$ cat src/design/mdu_pkg.sv
// mdu_pkg: shared types and constants of the multiply/divide unit
// assumes: single 100 MHz core clock, synchronous active-high reset
package mdu_pkg;

  localparam int unsigned DATA_W      = 32;
  localparam int unsigned HALF_W      = 16;
  localparam int unsigned CYC_PRD_NS  = 10;
  // divide iterations skipped for 8, 16 and 24 bit dividends
  localparam logic [5:0]  SKIP_8      = 6'h17;
  localparam logic [5:0]  SKIP_16     = 6'h0F;
  localparam logic [5:0]  SKIP_24     = 6'h07;
  localparam logic [5:0]  DIV_ITERS   = 6'h20;
  // extra cycles of the divide beyond its iterations (latency 33 = 32 + 1)
  localparam logic [5:0]  DIV_TAIL    = 6'h01;
  localparam logic [1:0]  MUL_PASS_1  = 2'h1;
  localparam logic [1:0]  MUL_PASS_2  = 2'h2;

  typedef enum logic [2:0] {
    MDU_OP_NONE,
    MDU_OP_MULT,
    MDU_OP_MADD,
    MDU_OP_MSUB,
    MDU_OP_MULGPR,
    MDU_OP_DIV
  } mdu_op_type;

  typedef struct packed {
    mdu_op_type        op;
    logic              is_signed;
    logic [4:0]        dest;
    logic [DATA_W-1:0] first_source_operand;
    logic [DATA_W-1:0] second_source_operand;
  } mdu_req_type;

  typedef struct packed {
    logic              valid;
    logic [4:0]        dest;
    logic [DATA_W-1:0] data;
  } mdu_gpr_type;

endpackage : mdu_pkg

$ cat src/design/mdu_booth.sv
// mdu_booth: one pass of a radix-4 booth recoded 32x16 multiplier
// assumes: combinational; caller shifts and accumulates passes
`timescale 1ns/1ns
`default_nettype none
module mdu_booth
  import mdu_pkg::*;
(
  input  wire logic [DATA_W:0]        mcand,
  input  wire logic [HALF_W:0]        mplier,
  output logic      [DATA_W+HALF_W:0] product
);
  localparam int unsigned PW = DATA_W + HALF_W + 1;

  always_comb begin
    logic signed [PW-1:0] acc;
    logic signed [PW-1:0] ext;
    logic [2:0]           grp;
    acc = '0;
    grp = 3'h0;
    ext = PW'(signed'(mcand));
    for (int i = 0; i < HALF_W / 2 + 1; i++) begin
      grp = {(2*i+1 <= HALF_W) ? mplier[2*i+1] : mplier[HALF_W],
             (2*i <= HALF_W) ? mplier[2*i] : mplier[HALF_W],
             (i == 0) ? 1'b0 : mplier[2*i-1]};
      unique case (grp)
        3'h1, 3'h2: acc = acc + (ext <<< (2*i));
        3'h3:       acc = acc + (ext <<< (2*i+1));
        3'h4:       acc = acc - (ext <<< (2*i+1));
        3'h5, 3'h6: acc = acc - (ext <<< (2*i));
        default:    acc = acc;
      endcase
    end
    product = acc;
  end
endmodule : mdu_booth
`default_nettype wire

$ cat src/design/mdu_unit.sv
// mdu_unit: multiply/divide unit beside the integer pipeline
// assumes: issuer holds req_valid and request while stall is high
//
// Operation
// - own pipeline keeps advancing while the integer pipeline stalls
// - 32x16 booth multiplier, divide machine, upper/bottom result pair
// - pass count set by second operand only; 16-bit fits take one pass
// - 32x16 multiply every cycle, 32x32 every second cycle
// - back-to-back 32x32 multiplies raise stall; issuer holds the op
// - divide resolves one quotient bit per clock
// - skip 23, 15 or 7 iterations for 8, 16, 24 bit dividends
// - any op during an active divide stalls until it finishes
// - result-pair multiplies: latency/repeat 1 short, 2 long operand
// - general-register multiply: latency 2/3, repeat 1/2
// - divide latency 10/18/26/33, repeat 11/19/27/34
`timescale 1ns/1ns
`default_nettype none
module mdu_unit
  import mdu_pkg::*;
(
  input  wire logic               sys_clk,
  input  wire logic               sys_rst,
  input  wire logic               req_valid,
  input  wire mdu_req_type        req,
  input  wire logic               pipe_stall,
  output logic                    stall,
  output logic      [DATA_W-1:0]  result_upper_word,
  output logic      [DATA_W-1:0]  result_bottom_word,
  output mdu_gpr_type             gpr_wb,
  output logic                    div_busy
);
  localparam int unsigned PW = DATA_W + HALF_W + 1;

  // pass bookkeeping
  logic              pass2_reg;
  logic              mul_long_reg;
  mdu_op_type        mop_reg;
  logic [4:0]        mdest_reg;
  logic              msgn_reg;
  logic [DATA_W:0]   mcand_reg;
  logic [HALF_W:0]   mhi_reg;
  logic [2*DATA_W-1:0] part_reg;
  logic              gpr_pend_reg;
  logic [4:0]        gpr_dest_reg;
  logic [DATA_W-1:0] gpr_data_reg;
  // divide state
  logic [5:0]        div_cnt_reg;
  logic [DATA_W-1:0] dvd_reg;
  logic [DATA_W-1:0] dvs_reg;
  logic [DATA_W-1:0] rem_reg;
  logic              qneg_reg;
  logic              rneg_reg;

  logic [DATA_W:0]         booth_a;
  logic [HALF_W:0]         booth_b;
  logic [PW-1:0]           booth_p;
  logic                    is_mul;
  logic                    is_long;
  logic                    take;
  logic [2*DATA_W-1:0]     prod_full;
  logic [2*DATA_W-1:0]     acc_cur;

  function automatic logic fits_signed(input logic [DATA_W-1:0] v,
                                       input int unsigned w,
                                       input logic sg);
    logic [DATA_W-1:0] top;
    top = v >> (w - 1);
    if (sg)
      return (top == '0) || (top == {DATA_W{1'b1}} >> (w - 1));
    return (v >> w) == '0;
  endfunction : fits_signed

  function automatic logic [DATA_W-1:0] mag(input logic [DATA_W-1:0] v,
                                            input logic sg);
    return (sg && v[DATA_W-1]) ? DATA_W'(-v) : v;
  endfunction : mag

  assign is_mul  = req.op inside {MDU_OP_MULT, MDU_OP_MADD,
                                  MDU_OP_MSUB, MDU_OP_MULGPR};
  // operand size taken from the second operand only
  assign is_long = !fits_signed(req.second_source_operand, HALF_W,
                                req.is_signed);

  // interlock: long multiply in flight or divide active
  always_comb begin
    stall = 1'b0;
    if (req_valid && div_cnt_reg != '0)
      stall = 1'b1;
    else if (req_valid && pass2_reg)
      stall = 1'b1;
  end

  // pipeline ignores pipe_stall and keeps running
  assign take = req_valid && !stall;

  // first pass uses the low half, second the high half
  always_comb begin
    if (pass2_reg) begin
      booth_a = mcand_reg;
      booth_b = mhi_reg;
    end else begin
      booth_a = {req.is_signed & req.first_source_operand[DATA_W-1],
                 req.first_source_operand};
      booth_b = (is_long || !req.is_signed)
                  ? {1'b0, req.second_source_operand[HALF_W-1:0]}
                  : {req.second_source_operand[HALF_W-1],
                     req.second_source_operand[HALF_W-1:0]};
    end
  end

  mdu_booth u_booth (
    .mcand   (booth_a),
    .mplier  (booth_b),
    .product (booth_p)
  );

  always_comb begin
    prod_full = (2*DATA_W)'(signed'(booth_p));
    if (pass2_reg)
      prod_full = part_reg + (prod_full << HALF_W);
    acc_cur = {result_upper_word, result_bottom_word};
  end

  // multiply sequencing, one or two passes
  always_ff @(posedge sys_clk) begin
    if (sys_rst) begin
      pass2_reg    <= 1'b0;
      mul_long_reg <= 1'b0;
      mop_reg      <= MDU_OP_NONE;
      mdest_reg    <= '0;
      msgn_reg     <= 1'b0;
      mcand_reg    <= '0;
      mhi_reg      <= '0;
      part_reg     <= '0;
    end else begin
      pass2_reg <= take && is_mul && is_long;
      if (take && is_mul) begin
        mul_long_reg <= is_long;
        mop_reg      <= req.op;
        mdest_reg    <= req.dest;
        msgn_reg     <= req.is_signed;
        mcand_reg    <= booth_a;
        mhi_reg      <= {req.is_signed & req.second_source_operand[DATA_W-1],
                         req.second_source_operand[DATA_W-1:HALF_W]};
        part_reg     <= prod_full;
      end
    end
  end

  // commit of a finishing multiply or divide into the pair
  always_ff @(posedge sys_clk) begin
    if (sys_rst) begin
      result_upper_word  <= '0;
      result_bottom_word <= '0;
    end else if (div_cnt_reg == DIV_TAIL) begin
      result_bottom_word <= qneg_reg ? DATA_W'(-dvd_reg) : dvd_reg;
      result_upper_word  <= rneg_reg ? DATA_W'(-rem_reg) : rem_reg;
    end else if ((take && is_mul && !is_long) || pass2_reg) begin
      unique case (pass2_reg ? mop_reg : req.op)
        MDU_OP_MADD: {result_upper_word, result_bottom_word} <=
                       acc_cur + prod_full;
        MDU_OP_MSUB: {result_upper_word, result_bottom_word} <=
                       acc_cur - prod_full;
        MDU_OP_MULGPR: ;
        default:     {result_upper_word, result_bottom_word} <= prod_full;
      endcase
    end
  end

  // general register result one stage later
  always_ff @(posedge sys_clk) begin
    if (sys_rst) begin
      gpr_pend_reg <= 1'b0;
      gpr_dest_reg <= '0;
      gpr_data_reg <= '0;
      gpr_wb       <= '0;
    end else begin
      gpr_pend_reg <= 1'b0;
      if (pass2_reg && mop_reg == MDU_OP_MULGPR) begin
        gpr_pend_reg <= 1'b1;
        gpr_dest_reg <= mdest_reg;
        gpr_data_reg <= prod_full[DATA_W-1:0];
      end else if (take && req.op == MDU_OP_MULGPR && !is_long) begin
        gpr_pend_reg <= 1'b1;
        gpr_dest_reg <= req.dest;
        gpr_data_reg <= prod_full[DATA_W-1:0];
      end
      gpr_wb.valid <= gpr_pend_reg;
      gpr_wb.dest  <= gpr_dest_reg;
      gpr_wb.data  <= gpr_data_reg;
    end
  end

  // restoring divide, one quotient bit each clock
  always_ff @(posedge sys_clk) begin
    logic [DATA_W-1:0] a;
    logic [DATA_W:0]   trial;
    logic [5:0]        skip;
    if (sys_rst) begin
      div_cnt_reg <= '0;
      dvd_reg     <= '0;
      dvs_reg     <= '0;
      rem_reg     <= '0;
      qneg_reg    <= 1'b0;
      rneg_reg    <= 1'b0;
      div_busy    <= 1'b0;
    end else begin
      if (take && req.op == MDU_OP_DIV) begin
        a = mag(req.first_source_operand, req.is_signed);
        // early-in on the dividend width
        if (fits_signed(req.first_source_operand, 8, req.is_signed))
          skip = SKIP_8;
        else if (fits_signed(req.first_source_operand, HALF_W,
                             req.is_signed))
          skip = SKIP_16;
        else if (fits_signed(req.first_source_operand, 24, req.is_signed))
          skip = SKIP_24;
        else
          skip = '0;
        dvd_reg     <= a << skip;
        rem_reg     <= '0;
        dvs_reg     <= mag(req.second_source_operand, req.is_signed);
        qneg_reg    <= req.is_signed && (req.first_source_operand[DATA_W-1]
                       ^ req.second_source_operand[DATA_W-1]);
        rneg_reg    <= req.is_signed && req.first_source_operand[DATA_W-1];
        div_cnt_reg <= DIV_ITERS - skip + DIV_TAIL;
        div_busy    <= 1'b1;
      end else if (div_cnt_reg > DIV_TAIL) begin
        trial = {rem_reg, dvd_reg[DATA_W-1]} - {1'b0, dvs_reg};
        if (!trial[DATA_W]) begin
          rem_reg <= trial[DATA_W-1:0];
          dvd_reg <= {dvd_reg[DATA_W-2:0], 1'b1};
        end else begin
          rem_reg <= {rem_reg[DATA_W-2:0], dvd_reg[DATA_W-1]};
          dvd_reg <= {dvd_reg[DATA_W-2:0], 1'b0};
        end
        div_cnt_reg <= div_cnt_reg - 6'h01;
      end else if (div_cnt_reg == DIV_TAIL) begin
        div_cnt_reg <= '0;
        div_busy    <= 1'b0;
      end
    end
  end

endmodule : mdu_unit
`default_nettype wire

$ cat config.mk
export PLATFORM = sky130hd
export DESIGN_NAME = mdu_unit
export DESIGN_NICKNAME = d
export VERILOG_FILES = /design/src/design/mdu_pkg.sv /design/src/design/mdu_booth.sv /design/src/design/mdu_unit.sv
export SDC_FILE = /design/constraint.sdc
export NUM_CORES = 2
export LEC_CHECK = 0
export ABC_AREA = 1
export BUFFER_PORTS_ARGS = -buffer_cell sky130_fd_sc_hd__buf_2
export CORE_MARGIN = 8
export CORE_UTILIZATION = 30
export CTS_CLUSTER_SIZE = 8
export DETAILED_ROUTE_END_ITERATION = 8
export GPL_ROUTABILITY_DRIVEN = 0
export PLACE_DENSITY_LB_ADDON = 0.05
export SLEW_MARGIN = 15
export SYNTH_ARGS = -nofsm -noshare
export SYNTH_HDL_FRONTEND = slang
export SYNTH_SLANG_ARGS = --single-unit
$ cat constraint.sdc
create_clock -name sys_clk -period 35.7 [get_ports sys_clk]
set_input_delay 5.355 -clock sys_clk [delete_from_list [all_inputs] [get_ports sys_clk]]
set_output_delay 5.355 -clock sys_clk [all_outputs]
set_load 0.02 [all_outputs]
==> summary.md <==
| Metric | Value |
|---|---|
| Status | complete, no violations |
| H-tree Lvls | 2 |
| Final WS setup | 8.891 ns |
| Iter 0 DRT Violations | 7,127 |
| F_max | 0.03730 GHz |
| Post-synth top area cell | ha_1 |
| Final period util | between 70% and 80% |
| Post-CTS setup repair buffer count | 0 |
| Setup TNS | 0 ns |
| Synth-to-layout area growth | 8.940% |
| Worst EP required | 36.26 ns |
| Clock Path Buffers | 3 |
| Slowest Stage Delay on Critical Path | a little under 0.7 ns |
| Antenna violation net count after detailed routing | 0 |
| Die height | 487.2 um |
| Layout Nets | between 10,000 and 15,000 |
| Mapped Nets | 12,394 |
| Pin count of the biggest net entering global routing | 76 |
| Grt total ovfl | 0 |
| Number of warnings issued by yosys | 0 |
| Dominant cells by area after synthesis | ha_1, nand2_1, o21ai_0 |
| Maxcap violations | 0 |
| Fin util | roughly 33% |
| Most numerous cell in the Yosys netlist | nand2_1 |
| Drt wl/cell | 22.69 um |
| Most frequent CP cell | o21ai_0 |
| DR pass1 iterations | 6 |
| Syn Inst Count | 11,482 |
| Synth cell count leaders | nand2_1, o21ai_0, a21oi_1 |
| First-pass GRT wire length | between 400,000 and 500,000 um |
| Crit Path Max Fanout | 15 |
| Core ar. | 221,400 sq um |
| Port buffer count | approximately 180 |
| Worst-skew pair later-pin latency | between 0.6 and 0.7 ns |
| Via count | just under 80,000 |
| Worst Reg-to-Reg Cells | 117 |
| Seq/Total Area, Yosys | about 11% |
| Fin area | 72,570 sq um |
| Die width | 487.2 um |
| DRC Markers | 0 |
| Layout filler cell count | approximately 25,000 |
| Reg-to-reg slack, setup | 12.41 ns |
| CTS root buf | clkbuf_16 |
| Clk slew on worst S/H paths | 0.06 ns |
| Max-Slew Margin vs Limit | 14.39% |
| WL final | 327,300 um |
| Distinct cells, synth | 79 |
| Critical path arrival | 27.37 ns |
| DR vias/cell | 5.398 |
| Initial antenna violation count | 15 |
| Min Tclk post-route | between 20 and 30 ns |
| Place WS | around 8.6 ns |
| Worst Hold End | gpr_wb[37] |
| Cell Area, Placed | ~71,000 sq um |
| Max Clock Skew | 0.06380 ns |
| Synth Register Bits | ~370 |
| Number of flops mapped to enable cells by yosys | 0 |
| Vias in the first global route | between 70,000 and 80,000 |
| Die area | 237,400 sq um |
| CTS Hold Buffers Added | 0 |
| RSZ-0062 raised after global routing | false |
| HP Start | gpr_pend_reg |
| Mean post-synth cell area | 5.802 sq um |
| Critical path endpoint category | flip-flop |
| Final hold viol count | 0 |
| GRT Util Overall | 26.11% |
| Max reg flops | 64 |
| Hold Path Stages | 2 |
| Starting density of the core | between 30% and 40% |
| Worst R2R End | result_upper_word[29] |
| PostCTS Resize Cnt | 0 |
| Top cell type's share of synthesized area | 15.34% |
| CTS buffer count | 53 |
| Max-slew violation count | 0 |
| Layout cells sized above 1 | 7.034% |
| Worst Hold Class | flip-flop to flip-flop |
| Ys flop type | dfxtp_1 |
| Cell row count | 173 |
| Synthesized cell area | about 67,000 sq um |
| CP Class | input port to flip-flop |
| Ys async rst share | 0% |
| # IOs | roughly 180 |
| FF-to-FF Start | pass2_reg |
| Slowest cell on crit path | inv_1 |
| CTS tree | built |
| Detail Placement HPWL | 250,300 um |
| Worst-Margin Slew | 1.276 ns |
| TritonCTS sink count | 368 |
| Final setup fails | 0 |
| CP Launch Type | input port |
## kinds of logic after synthesis
kind of cell / share of synthesized area (%)
AO/OA/AOI/OAI: 31.15
XOR/XNOR: 3.865
buffers and inverters: 11.04
adder cells (fa/ha/maj): 15.89
flip-flops: 11.06
multiplexers: 0.1202
AND/OR/NAND/NOR: 26.88
## area by class of cell
class | count | area, sq um | share of cell area, %
Inverter | 1433 | 5389 | 7.425
Sequential cell | 368 | 7371 | 10.16
Multi-Input combinational cell | 9190 | 52190 | 71.91
Clock inverter | 4 | 120.1 | 0.1655
Tap cell | 2975 | 3722 | 5.129
Clock buffer | 63 | 1394 | 1.921
Antenna cell | 17 | 42.54 | 0.05862
Timing Repair Buffer | 372 | 2347 | 3.234
## how the worst max path moves through the flow
stage	startpoint	end	depth (start not counted)
3_5_place_dp	req[0]	result_upper_word[29]	116
2_1_floorplan	req[1]	result_upper_word[30]	130
5_1_grt	req[34]	result_upper_word[29]	116
6_report	req[34]	result_upper_word[29]	110
3_3_place_gp	req[34]	result_upper_word[29]	110
4_1_cts	req[34]	result_upper_word[29]	116
## routing by layer
metal | part of all wire [%] | global-route usage [%] | vias up
met2 | 44 | 42.40 | 2552
met3 | 6.4 | 2.839 | 280
met1 | 47 | 36.92 | 36198
met5 | 0.012 | 0 | -
li1 | - | - | 38808
met4 | 2.5 | 6.202 | 6
## critical path, delay by kind of cell
family,cells,cell delay [ns]
AOI/OAI and AO/OA,56,12.19
adders and majority gates,9,3.63
and+or+nand+nor,28,3.58
buffers and inverters,14,2.06
xor gates and xnor gates,3,0.51
## cell usage in the layout (no fill, tap or decap), drive strengths merged, types with 109 or more instances in the layout
cell and n:
nand2 2538, inv 1408, a21oi 1416, nor3 109, nor2 779, xor2 236
or2 163, buf 372, o21ai 1761, dfxtp 368, o211ai 129, nand3 532
ha 817
## per-stage QoR
stage	hold WS [ns]	cells
finish	0.4050	14422
global route	0.4245	14406
CTS	0.4069	14405
detailed placement	0.3992	14338
global placement	0.3930	14338
floorplan	0.3883	11482
Power is not shown: default switching activity piles up to over one toggle a cycle in this logic, so the estimate is an artifact.
